## config.mk

```make
export PLATFORM = sky130hd
export DESIGN_NAME = core_cycle_timing
export DESIGN_NICKNAME = d
export VERILOG_FILES = /design/src/design/cycle_timing_pkg.sv /design/src/design/core_cycle_timing.sv /design/src/design/timer_prescale.sv
export VERILOG_INCLUDE_DIRS = /design/src /design/src/design
export SDC_FILE = /design/constraint.sdc
export NUM_CORES = 1
export LEC_CHECK = 0
export BUFFER_PORTS_ARGS = -buffer_cell sky130_fd_sc_hd__buf_4
export CAP_MARGIN = 20
export CORE_ASPECT_RATIO = 1.1
export CORE_UTILIZATION = 48
export DETAILED_ROUTE_END_ITERATION = 6
export PLACE_DENSITY = 0.86
export SLEW_MARGIN = 20
export SYNTH_ARGS = -nofsm -noshare
export SYNTH_HDL_FRONTEND = slang
export SYNTH_SLANG_ARGS = --single-unit
```

## constraint.sdc

```tcl
create_clock -name clk_i -period 2.2 [get_ports clk_i]
set_input_delay 0.44 -clock clk_i [delete_from_list [all_inputs] [get_ports clk_i]]
set_output_delay 0.44 -clock clk_i [all_outputs]
set_load 0.02 [all_outputs]
```

## src/design/cycle_timing_params.svh

```systemverilog
// cycle timing constants: machine-cycle phases, prescale, cycle counts
// assumes one oscillator clock drives the whole core
`ifndef CYCLE_TIMING_PARAMS_SVH
`define CYCLE_TIMING_PARAMS_SVH

// oscillator clocks per machine cycle, and the last phase index
`define MC_CLKS          4
`define MC_FIRST_PHASE   2'h0
`define MC_LAST_PHASE    2'h3

// timer prescale: last count of the legacy and the fast rate
`define TMR_LEGACY_CLKS  12
`define TMR_LEGACY_LAST  4'hb
`define TMR_FAST_LAST    4'h3
`define TMR_CNT_ZERO     4'h0

// machine cycles per instruction
`define MC_MIN           4'h1
`define MC_MAX           4'h5
`define MC_EXT_MOVE      4'h2
`define MC_NONE          4'h0

// operand field positions
`define REL_SIGN_BIT     7
`define PAGE_HI          15
`define PAGE_LO          11

`endif

```

## src/design/cycle_timing_pkg.sv

```systemverilog
// types shared by the cycle timing block
// no constants here; numbers live in cycle_timing_params.svh
package cycle_timing_pkg;

  typedef enum logic [1:0] {
    JK_NONE  = 2'b00,
    JK_REL   = 2'b01,
    JK_ABS11 = 2'b10,
    JK_ABS16 = 2'b11
  } jump_kind_t;

  typedef enum logic {
    SEQ_IDLE = 1'b0,
    SEQ_EXEC = 1'b1
  } seq_state_t;

endpackage

```

## src/design/core_cycle_timing.sv

```systemverilog
// machine-cycle sequencer, strobe, operand decode and timer prescale
// assumes instruction class info arrives synchronous to clk_i
//
// Behaviour
// RULE_01 - each machine cycle lasts four clocks with one address strobe
// RULE_02 - after reset timers tick once every twelve clocks
// RULE_03 - a fast timer mode ticks once every four clocks
// RULE_04 - external data move with data pointer takes two cycles, eight clocks
// RULE_05 - three-byte direct-to-direct move takes three cycles, twelve clocks
// RULE_06 - normally one machine cycle per instruction byte
// RULE_07 - instructions take one up to five machine cycles; here stretched external moves reach nine
// RULE_08 - results match the legacy set; only timing differs
// RULE_09 - relative offset is signed byte; 11/16-bit targets; 8/16 immediates
// RULE_10 - indirect pointer is general register zero or one, not for moves
// RULE_11 - external data moves may be stretched for slow memories
// RULE_12 - reset restores twelve-clock prescale and phase zero
// RULE_13 - multi-cycle instructions hold fetch until their last cycle
`timescale 1ns/1ps

`include "cycle_timing_params.svh"

module core_cycle_timing (
  input  wire logic                         clk_i,
  input  wire logic                         rst_i,
  input  wire logic                         insn_valid_i,
  input  wire logic [1:0]                   insn_bytes_i,
  input  wire logic [2:0]                   insn_extra_i,
  input  wire logic                         ext_move_i,
  input  wire logic                         ext_use_dp_i,
  input  wire logic [2:0]                   stretch_i,
  input  wire logic                         ptr_bit_i,
  input  wire cycle_timing_pkg::jump_kind_t jump_kind_i,
  input  wire logic                         imm_wide_i,
  input  wire logic [15:0]                  pc_i,
  input  wire logic [7:0]                   op1_i,
  input  wire logic [7:0]                   op2_i,
  input  wire logic                         fast_timer_i,
  output logic                              ale_o,
  output logic                              insn_ready_o,
  output logic                              fetch_hold_o,
  output logic                              insn_done_o,
  output logic                              timer_tick_o,
  output logic                              timer_fast_o,
  output logic [15:0]                       branch_target_o,
  output logic [15:0]                       imm_o,
  output logic [2:0]                        ptr_reg_o,
  output logic                              ptr_dp_o
);

  ////////////////////////////////////////////////////////////////////////
  // timing only: the datapath is untouched, so results match the old set
  function automatic logic [3:0] mc_count( // RULE_08
    input logic [1:0] bytes,
    input logic [2:0] extra,
    input logic       ext,
    input logic [2:0] stretch
  );
    logic [3:0] n;
    n = {2'b00, bytes} + {1'b0, extra}; // RULE_05 RULE_06
    if (ext) begin
      n = `MC_EXT_MOVE + {1'b0, stretch}; // RULE_04 RULE_11
    end else if (n < `MC_MIN) begin
      n = `MC_MIN; // RULE_07
    end else if (n > `MC_MAX) begin
      n = `MC_MAX; // RULE_07
    end
    return n;
  endfunction

  function automatic logic [15:0] target(
    input cycle_timing_pkg::jump_kind_t kind,
    input logic [15:0]                  pc,
    input logic [7:0]                   b1,
    input logic [7:0]                   b2
  );
    logic [15:0] t;
    t = pc;
    unique case (kind)
      cycle_timing_pkg::JK_NONE:  t = pc;
      cycle_timing_pkg::JK_REL:   // RULE_09
        t = pc + {{8{b1[`REL_SIGN_BIT]}}, b1};
      cycle_timing_pkg::JK_ABS11: // RULE_09
        t = {pc[`PAGE_HI:`PAGE_LO], b1[2:0], b2};
      cycle_timing_pkg::JK_ABS16: t = {b1, b2}; // RULE_09
    endcase
    return t;
  endfunction

  ////////////////////////////////////////////////////////////////////////
  logic [1:0]                     phase_r;
  logic [1:0]                     phase_nxt;
  logic [3:0]                     remain_r;
  logic [3:0]                     remain_nxt;
  cycle_timing_pkg::seq_state_t   state_r;
  logic                           mc_end;
  logic                           accept;
  logic [3:0]                     new_count;

  assign mc_end    = (phase_r == `MC_LAST_PHASE);
  assign new_count = mc_count(insn_bytes_i, insn_extra_i, ext_move_i,
                              stretch_i);
  // a new instruction starts only at a cycle boundary, after the last one
  assign accept    = insn_valid_i && mc_end && (remain_r <= `MC_MIN); // RULE_13

  always_comb begin
    phase_nxt  = phase_r + 2'h1; // RULE_01
    remain_nxt = remain_r;
    if (mc_end) begin
      if (accept) begin
        remain_nxt = new_count;
      end else if (remain_r != `MC_NONE) begin
        remain_nxt = remain_r - 4'h1;
      end
    end
  end

  ////////////////////////////////////////////////////////////////////////
  // phase counter and strobe
  always_ff @(posedge clk_i) begin
    if (rst_i) begin
      phase_r <= `MC_FIRST_PHASE; // RULE_12
      ale_o   <= 1'b0;
    end else begin
      phase_r <= phase_nxt;
      ale_o   <= (phase_nxt == `MC_FIRST_PHASE); // RULE_01
    end
  end

  ////////////////////////////////////////////////////////////////////////
  // instruction sequencer
  always_ff @(posedge clk_i) begin
    if (rst_i) begin
      remain_r     <= `MC_NONE;
      state_r      <= cycle_timing_pkg::SEQ_IDLE;
      insn_ready_o <= 1'b0;
      fetch_hold_o <= 1'b0;
      insn_done_o  <= 1'b0;
    end else begin
      remain_r     <= remain_nxt;
      state_r      <= (remain_nxt == `MC_NONE) ? cycle_timing_pkg::SEQ_IDLE
                                               : cycle_timing_pkg::SEQ_EXEC;
      insn_ready_o <= (phase_nxt == `MC_LAST_PHASE) &&
                      (remain_nxt <= `MC_MIN);
      fetch_hold_o <= (remain_nxt > `MC_MIN); // RULE_13
      insn_done_o  <= mc_end && (remain_r == `MC_MIN);
    end
  end

  ////////////////////////////////////////////////////////////////////////
  // operand decode, captured when the instruction is taken
  always_ff @(posedge clk_i) begin
    if (rst_i) begin
      branch_target_o <= 16'h0000;
      imm_o           <= 16'h0000;
      ptr_reg_o       <= 3'h0;
      ptr_dp_o        <= 1'b0;
    end else if (accept) begin
      branch_target_o <= target(jump_kind_i, pc_i, op1_i, op2_i);
      imm_o           <= imm_wide_i ? {op1_i, op2_i}    // RULE_09
                                    : {8'h00, op1_i};
      ptr_reg_o       <= {2'b00, ptr_bit_i};            // RULE_10
      ptr_dp_o        <= ext_move_i && ext_use_dp_i;    // RULE_10
    end
  end

  ////////////////////////////////////////////////////////////////////////
  timer_prescale u_prescale (
    .clk_i       (clk_i),
    .rst_i       (rst_i),
    .fast_i      (fast_timer_i),
    .tick_o      (timer_tick_o),
    .fast_mode_o (timer_fast_o)
  );
endmodule // core_cycle_timing

```

## src/design/timer_prescale.sv

```systemverilog
// counter/timer prescaler: one tick per 12 clocks, or per 4 in fast mode
// assumes fast_i is a level from core control, synchronous to clk_i
`timescale 1ns/1ps

`include "cycle_timing_params.svh"

module timer_prescale (
  input  wire logic clk_i,
  input  wire logic rst_i,
  input  wire logic fast_i,
  output logic      tick_o,
  output logic      fast_mode_o
);

  logic [3:0] cnt_r;
  logic [3:0] last_cnt;

  ////////////////////////////////////////////////////////////////////////
  // rate select; reset returns to the legacy rate
  always_ff @(posedge clk_i) begin
    if (rst_i) begin
      fast_mode_o <= 1'b0; // RULE_12
    end else begin
      fast_mode_o <= fast_i;
    end
  end

  assign last_cnt = fast_mode_o ? `TMR_FAST_LAST    // RULE_03
                                : `TMR_LEGACY_LAST; // RULE_02

  ////////////////////////////////////////////////////////////////////////
  // a rate change mid-period clamps the count so no tick is lost forever
  always_ff @(posedge clk_i) begin
    if (rst_i) begin
      cnt_r  <= `TMR_CNT_ZERO;
      tick_o <= 1'b0;
    end else if (cnt_r >= last_cnt) begin
      cnt_r  <= `TMR_CNT_ZERO;
      tick_o <= 1'b1;
    end else begin
      cnt_r  <= cnt_r + 4'h1;
      tick_o <= 1'b0;
    end
  end

  ////////////////////////////////////////////////////////////////////////
  // checker helpers: clocks since the last tick, and whether the fast
  // rate ruled any compare of that interval; counted, not unrolled
  logic [3:0] since_tick_r;
  logic       mixed_r;

  always_ff @(posedge clk_i) begin
    if (rst_i) begin
      since_tick_r <= `TMR_CNT_ZERO;
      mixed_r      <= 1'b1; // interval cut by reset is never full
    end else if (tick_o) begin
      since_tick_r <= `TMR_CNT_ZERO;
      mixed_r      <= fast_mode_o;
    end else begin
      since_tick_r <= since_tick_r + 4'h1;
      mixed_r      <= mixed_r || fast_mode_o;
    end
  end
endmodule // timer_prescale

```

* Yosys cells after proc, flatten, opt, wreduce, memory -nomap -nowiden
Index checks and enable logic that the tools add are counted.
** Cells by class
- Muxes and demuxes :: 10
- Add/subtract/negate cells :: 6
- $lt $le $gt $ge :: 6
- Equal/unequal tests :: 6
- Reduce and logical (&&, ||, !) cells :: 9
** Operators with widths (number)
- $pmux 16 s4 :: 1
- $mux 4 :: 7
- $add 16x16->16 :: 1
- $mux 16 :: 1
- $eq 2x2->1 const B :: 4
- $le 4x1->1 const B :: 2
- $logic_and 1x1->1 :: 5
- $add 2x3->4 :: 1
- $add 2x3->4 const A :: 1
- $add 4x1->4 const B :: 1
- $eq 4x1->1 const B :: 1
- $ge 4x4->1 :: 1
- $gt 4x1->1 const B :: 1
- $gt 4x3->1 const B :: 1
- $logic_not 2->1 :: 2
- $lt 4x1->1 const B :: 1
- $reduce_bool 4->1 :: 1
- $sub 4x1->4 const B :: 1
- $add 2x1->2 const B :: 1
- $eq 2x1->1 const B :: 1
- $reduce_or 2->1 :: 1
- $mux 1 :: 1
** Word-level totals
- Output and inout port bits :: 42
- Logic and storage cells :: 50
- Register bits :: 50
- Input port bits :: 50

* Logic depth before layout (Yosys ltp)
Gate-level depths: netlist of run 1.
- Depth after elaboration :: 9
- Depth in mapped cells :: 9
- Mapped depth without buffers :: 9

* Hierarchy
From an unflattened synthesis of run 1, not the netlist that was laid out.
** Second synthesis, totals
- Cells, all modules :: 376
- Area, all modules :: 3151.8 sq um
** Modules (own cells, without submodules)
- core_cycle_timing :: instances 1, cells an instance 355, area each 2932.8 sq um, sequential area each 880.8 sq um
- timer_prescale :: instances 1, cells an instance 21, area each 219.0 sq um, sequential area each 120.1 sq um

* Least setup slack after synthesis of run 1
No wires, ideal clock.
- Kind :: input-to-reg
- From :: in pc_i[0]
- To :: reg branch_target_o[10]
- Stages on the path :: 8
- Path buffers :: 0
- Path slack :: -110 ps
- Setup time :: 120 ps
- Arrival :: 2190 ps
- Required time :: 2080 ps
- Path through :: ha_1 -> fa_1 -> a21oi_1 -> o211a_1 -> o31ai_1 -> xor2_1 -> mux2_2 -> a211o_1
** Between the ends
- Longest elaborated chain between the ends :: 2
** Ends and longest elaborated chain
- from (decl) :: line core_cycle_timing.sv:34 : input wire logic [15:0] pc_i,
- $add 16x16->16 :: line core_cycle_timing.sv:81 : t = pc + {{8{b1[`REL_SIGN_BIT]}}, b1};
- $pmux 16 s4 :: line core_cycle_timing.sv:78 : unique case (kind)
- to (signal assigned) :: line core_cycle_timing.sv:158 : branch_target_o <= target(jump_kind_i, pc_i, op1_i, op2_i);
- to (decl) :: line core_cycle_timing.sv:44 : output logic [15:0] branch_target_o,
No other way between the ends.
A chain may end at the register's enable or synchronous reset.

* Final worst setup path of run 1
Ends and elaborated chain as after synthesis.

==> results of run 1 <==
==> per-layer routing <==
layer  vias to the layer above  share of wire
met4                         0          0.031
met3                        22          0.056
met1                      1571           0.41
met5                         -              0
met2                       119           0.50
li1                       1639              -
==> kinds of logic (layout without fill, tap and decap cells) <==
family | Yosys count | in the layout | synth area share
simple gates | 135 | 135 | 0.201
compound gates | 118 | 118 | 0.237
flops | 50 | 50 | 0.308
buf+inv | 35 | 144 | 0.0567
fa+ha+maj | 27 | 27 | 0.109
xor+xnor | 17 | 17 | 0.0459
mux | 13 | 13 | 0.0409
other cells | 1 | 2 | 0.00116
==> final cells by class <==
class	count	area, um^2	area share
repair buffers	125	942	0.220
flip-flops and latches	50	1000	0.234
clock inverters	2	12.5	0.00292
clock buffers	6	82.6	0.0193
multi-input cells	312	2100	0.491
well taps	82	103	0.0240
inverters	11	41.3	0.00964
==> sequential cells by signal, indices dropped and copies added (netlist names) <==
signal and cells:
branch_target_o 16, imm_o 16, remain_r 4, u_prescale.cnt_r 4
phase_r 2, ale_o 1, fetch_hold_o 1, insn_done_o 1
insn_ready_o 1, ptr_dp_o 1, ptr_reg_o 1, u_prescale.fast_mode_o 1
u_prescale.tick_o 1
==> power by group through the flow <==
stage	Combinational, mW	Sequential, mW	Clock, mW
3_5_place_dp	0.628	0.970	0
5_1_grt	0.699	0.952	0.611
6_report	0.637	0.949	0.555
3_3_place_gp	0.613	0.968	0
2_1_floorplan	0.359	0.988	0
4_1_cts	0.632	0.949	0.569
==> worst paths after layout <==
check	start	to	slack (ps)	cells after the start
worst max-delay path	pc_i[0]	branch_target_o[10]	130	9
worst min-delay path	fast_timer_i	u_prescale.fast_mode_o	350	2
worst max register to register	phase_r[0]	insn_ready_o	180	6
worst min register to register	u_prescale.cnt_r[0]	u_prescale.cnt_r[0]	460	1
==> cells in the final DEF (no fill, tap or decap), types with 4 or more instances in the layout <==
cell,instances
sky130_fd_sc_hd__o22ai_1,6
sky130_fd_sc_hd__a21oi_1,42
sky130_fd_sc_hd__a211oi_1,14
sky130_fd_sc_hd__nor2_1,33
sky130_fd_sc_hd__nand2b_1,10
sky130_fd_sc_hd__inv_1,11
sky130_fd_sc_hd__buf_4,124
sky130_fd_sc_hd__o211ai_1,4
sky130_fd_sc_hd__mux2i_1,11
sky130_fd_sc_hd__xnor2_1,7
sky130_fd_sc_hd__clkbuf_8,6
sky130_fd_sc_hd__o21ai_0,17
sky130_fd_sc_hd__nor2b_1,8
sky130_fd_sc_hd__nand3_1,22
sky130_fd_sc_hd__dfxtp_1,50
sky130_fd_sc_hd__nand2_1,37
sky130_fd_sc_hd__xor2_1,10
sky130_fd_sc_hd__nor3_1,5
sky130_fd_sc_hd__ha_1,24
==> per-stage QoR <==
stage,hold WS (ps),util
floorplan,417,-
global route,346,0.653
CTS,347,0.651
global placement,427,0.637
finish,353,0.653
detailed placement,441,0.637
==> reports/summary.log, run 1 <==
[cts] CTS Hold Buffers Added 0
[cells_and_area] Total Nets Final 582
[grt] met2 track utilization from global routing 0.458
[yosys] warnings from Yosys 0
[timing] final-report max-slew violation count 0
[yosys] EDFF count, synth 0
[yosys] cell count after synthesis 396
[worst_setup_path] data required time at the worst endpoint 2410 ps
[power] leakage power 1.87 nW
[detailed_routing] Antenna Violating Nets Remaining 0
[cts] TritonCTS sink count 50
[yosys] library cell with the highest instance count after synthesis sky130_fd_sc_hd__dfxtp_1
[detailed_routing] total via count in the routed design 3351
[grt] overall global routing resource usage 0.252
[die] Die Wd 80.4 um
[yosys] Yosys top cell area share 0.308
[yosys] share of the yosys chip area belonging to registers 0.308
[worst_setup_path] start-to-end type of the worst setup path in2reg
[power] P_int 1.49 mW
[cts] total clock buffers created by CTS 5
[yosys] top cells by instance count after synthesis sky130_fd_sc_hd__dfxtp_1, sky130_fd_sc_hd__a21oi_1, sky130_fd_sc_hd__nand2_1
[hold_path] Worst Hold Class in2reg
[power] clock network fraction of total power 0.259
[grt] met1 GRT Util 0.291
[worst_setup_path] type of origin of the critical path primary input
[detailed_routing] WL/cell 14.7 um
[die] total core area 6560 um^2
[placed_design] number of port buffers 89
[power] fraction of power consumed by combinational cells 0.297
[power] power density cells 500 nW/um^2
[detailed_routing] number of DRC markers in iteration 0 150
[detailed_routing] vias per cell 5.70
[outcome] status finished clean
[yosys] cell area after synthesis 3250 um^2
[worst_setup_path] Worst path top cell family by delay compound AO/OA/AOI/OAI gates
[die] die area 7090 um^2
[cts] register clock-pin slew on the reported worst setup and hold paths 90 ps
[cts] Resized cells post-CTS 0
[power] share of total power consumed by net switching 0.303
[power] reported net switching power 649 uW
[die] Die Y 88.2 um
[cells_and_area] Fill cells 530
[grt] global route total overflow 0
[power] sum of internal, switching and leakage power 2.14 mW
[yosys] Async S/R FF share, synth 0
[timing] maximum achievable frequency 484 MHz
[cells_and_area] Cell Count, Final, Fillers Out 588
[worst_setup_path] delay of the slowest critical-path stage 380 ps
[power] Flop pwr share 0.443
[worst_setup_path] crit end category flip-flop
[yosys] cells taking the most area after synthesis sky130_fd_sc_hd__dfxtp_1, sky130_fd_sc_hd__ha_1, sky130_fd_sc_hd__a21oi_1
[detailed_routing] Routed WL 8.66 mm
[grt] number of global-route vias before repair 3181
[power] Max IR drop VDD 357 uV
[cts] Max H-tree Level 2
[yosys] prevailing post-synth register cell sky130_fd_sc_hd__dfxtp_1
[grt] GRT Max-Usage Layer met2
[yosys] count of cell types in the netlist 57
[worst_setup_path] series of cell instances along the critical path buf_4, ha_2, fa_2, a21oi_2, o211a_1, o31ai_2, xor2_1, mux2_2, a211o_1
[cells_and_area] Syn-to-layout area delta 32.0%
[cells_and_area] share of post-route cells with drive strength above 1 0.298
[placed_design] DP Cell Count 580
[cts] setup repair bufs after CTS 0
[timing] maximum clock skew at final layout 11.7 ps
[grt] GRT met3 Usage 0.0412
[placed_design] Post-Place Cell Area 4180 um^2
[detailed_routing] number of iterations in the first detailed-routing pass 4
[die] initial core utilization 0.495
[die] FP Rows 31
[grt] maximum number of pins on one net before global-route repair 42
[placed_design] post-placement worst setup slack -194 ps
[cts] root buffer cell sky130_fd_sc_hd__clkbuf_8
[placed_design] post-DP HPWL 6.73 mm
[timing] post-route fraction of the period consumed by the critical path 0.939
[placed_design] routability cong. 0.940
[grt] antenna violations before repair 0
[timing] number of endpoints with negative hold slack in the final report 0
[yosys] synthesized flop and latch total 50
[timing] final-layout setup total negative slack 0 ps
[job] maximum capacitance violations 0
[cts] clock tree buffer depth 2
[timing] post-layout worst setup margin 135 ps
[yosys] mean instance size in the synthesized netlist 8.20 um^2
[cells_and_area] n_diodes 0
[die] count of pins on the block boundary 92
[worst_setup_path] Critical Path AT 2270 ps
[worst_setup_path] cell with the biggest individual delay on the critical path sky130_fd_sc_hd__fa_2
[grt] global-route wire length before repair 14.0 mm
[cells_and_area] final design instance area without fill 4280 um^2
[worst_setup_path] maximum fanout count along the critical path 3
[yosys] dominant cell type by area after synthesis sky130_fd_sc_hd__dfxtp_1
[cts] CTS tree done
[worst_setup_path] buffering stage count on the worst path with inverters included 1
[timing] fin crit period 2070 ps
[detailed_routing] DRC Markers 0
[timing] # setup viols final 0
[timing] unrepaired setup endpoints after global routing false
[cts] clock insertion delay at the later pin of the skew report 310 ps
(Power assumes the default switching activity.)
==> run 2: changes to the inputs <==
--- a/config.mk
+++ b/config.mk
@@ -8,7 +8,7 @@
 export LEC_CHECK = 0
 export BUFFER_PORTS_ARGS = -buffer_cell sky130_fd_sc_hd__buf_4
 export CAP_MARGIN = 20
-export CORE_ASPECT_RATIO = 1.1
+export CORE_ASPECT_RATIO = 0.7
 export CORE_UTILIZATION = 48
 export DETAILED_ROUTE_END_ITERATION = 6
 export PLACE_DENSITY = 0.86
==> reports/summary.log, run 2 (synthesized netlist as in run 1, its figures left out) <==
[worst_setup_path] start-to-end type of the worst setup path in2reg
[timing] fin crit period 2140 ps
[grt] global-route wire length before repair 15.6 mm
[detailed_routing] Antenna Violating Nets Remaining 0
[die] total core area 6370 um^2
[placed_design] number of port buffers 89
[hold_path] Worst Hold Class in2reg
[cells_and_area] share of post-route cells with drive strength above 1 0.306
[worst_setup_path] type of origin of the critical path primary input
[cells_and_area] most common library cell in the layout ignoring fill and taps sky130_fd_sc_hd__buf_4
[timing] post-route fraction of the period consumed by the critical path 0.971
[grt] maximum number of pins on one net before global-route repair 38
[cts] register clock-pin slew on the reported worst setup and hold paths 100 ps
[outcome] status finished clean
[worst_setup_path] delay of the slowest critical-path stage 390 ps
[cells_and_area] Syn-to-layout area delta 33.5%
[cells_and_area] Total Nets Final 586
[grt] antenna violations before repair 0
[die] FP Rows 24
[worst_setup_path] Critical Path AT 2360 ps
[detailed_routing] vias per cell 5.69
[die] Die Y 70.8 um
[timing] final-layout setup total negative slack 0 ps
[detailed_routing] number of DRC markers in iteration 0 242
[cts] CTS tree done
[cts] total clock buffers created by CTS 5
[worst_setup_path] crit end category flip-flop
[die] die area 7100 um^2
[worst_setup_path] data required time at the worst endpoint 2420 ps
[cells_and_area] Layout Utilization 0.681
[detailed_routing] WL/cell 16.0 um
[cts] root buffer cell sky130_fd_sc_hd__clkbuf_8
[cts] clock tree buffer depth 2
[detailed_routing] DRC Markers 0
[grt] global route total overflow 0
[power] Max IR drop VDD 285 uV
[timing] final-report max-slew violation count 0
[cells_and_area] n_diodes 0
[timing] maximum clock skew at final layout 11.1 ps
[timing] Hold WS 326 ps
[die] Die Wd 100 um
[cells_and_area] Fill cells 523
[timing] unrepaired setup endpoints after global routing false
[timing] # setup viols final 0
[power] leakage power 1.89 nW
[detailed_routing] total via count in the routed design 3420
[die] initial core utilization 0.510
[worst_setup_path] series of cell instances along the critical path buf_4, ha_1, nand2_2, o31a_4, a2111oi_4, o21ai_1, xnor2_1, a211oi_1
[cells_and_area] commonest cells after routing, fill and taps aside sky130_fd_sc_hd__buf_4, sky130_fd_sc_hd__dfxtp_1, sky130_fd_sc_hd__a21oi_1, sky130_fd_sc_hd__nand2_1, sky130_fd_sc_hd__nor2_1
[worst_setup_path] maximum fanout count along the critical path 3
[placed_design] routability cong. 0.938
[worst_setup_path] buffering stage count on the worst path with inverters included 1
[cts] clock insertion delay at the later pin of the skew report 320 ps
[job] maximum capacitance violations 0
[timing] maximum achievable frequency 468 MHz
[die] count of pins on the block boundary 92
[placed_design] post-DP HPWL 7.31 mm
[cells_and_area] largest registers branch_target_o (16), imm_o (16)
[cts] TritonCTS sink count 50
[grt] number of global-route vias before repair 3248
[grt] overall global routing resource usage 0.276
[detailed_routing] Routed WL 9.62 mm
[detailed_routing] number of iterations in the first detailed-routing pass 5
[timing] number of endpoints with negative hold slack in the final report 0
[worst_setup_path] cell with the biggest individual delay on the critical path sky130_fd_sc_hd__o31a_4
[cts] Max H-tree Level 2
[power] power density cells 507 nW/um^2
[worst_setup_path] Worst path top cell family by delay compound AO/OA/AOI/OAI gates
[run 2: layout make-up]
cell class	count	area, um^2	area share
timing repair buffer	129	981	0.226
tap	91	114	0.0263
clock buffer	5	68.8	0.0159
clock inverter	3	23.8	0.00549
inverter	11	41.3	0.00953
multi-input combinational	312	2100	0.485
sequential	50	1000	0.231
[run 2: path summary, 6_finish.rpt]
check	from	endpoint	slack, ps	cells past startpoint
min	fast_timer_i	u_prescale.fast_mode_o	330	2
max	pc_i[4]	branch_target_o[15]	60	8
max reg2reg	remain_r[0]	insn_ready_o	180	7
min reg2reg	ptr_dp_o	ptr_dp_o	460	2
[run 2: stage by stage]
stage               setup slack, ps  area [um^2]  power (mW)  instances
floorplan                      1.77         3270        1.35        397
global placement               -172         4230        1.60        593
detailed placement             -236         4230        1.62        593
CTS                            63.6         4320        2.19        601
global route                   23.3         4330        2.29        601
finish                         63.0         4330        2.20        601
[run 2: power breakdown]
| group | internal, mW | switching [mW] |
|---|---|---|
| combinational | 0.318 | 0.352 |
| sequential | 0.932 | 0.0172 |
| clock | 0.228 | 0.349 |
[run 2: timing repair]
action,CTS,global route
buffers inserted,0,0
hold buffers,0,0
gates resized for setup,0,6
endpoints found under the setup margin,0,8
[run 2: per-layer routing]
metal	vias to the layer above	share of wire	global-route usage
met1	1593	0.46	0.382
met2	162	0.45	0.443
met3	13	0.081	0.0563
met5	-	0	0
met4	0	0.013	0.0692
li1	1652	-	-
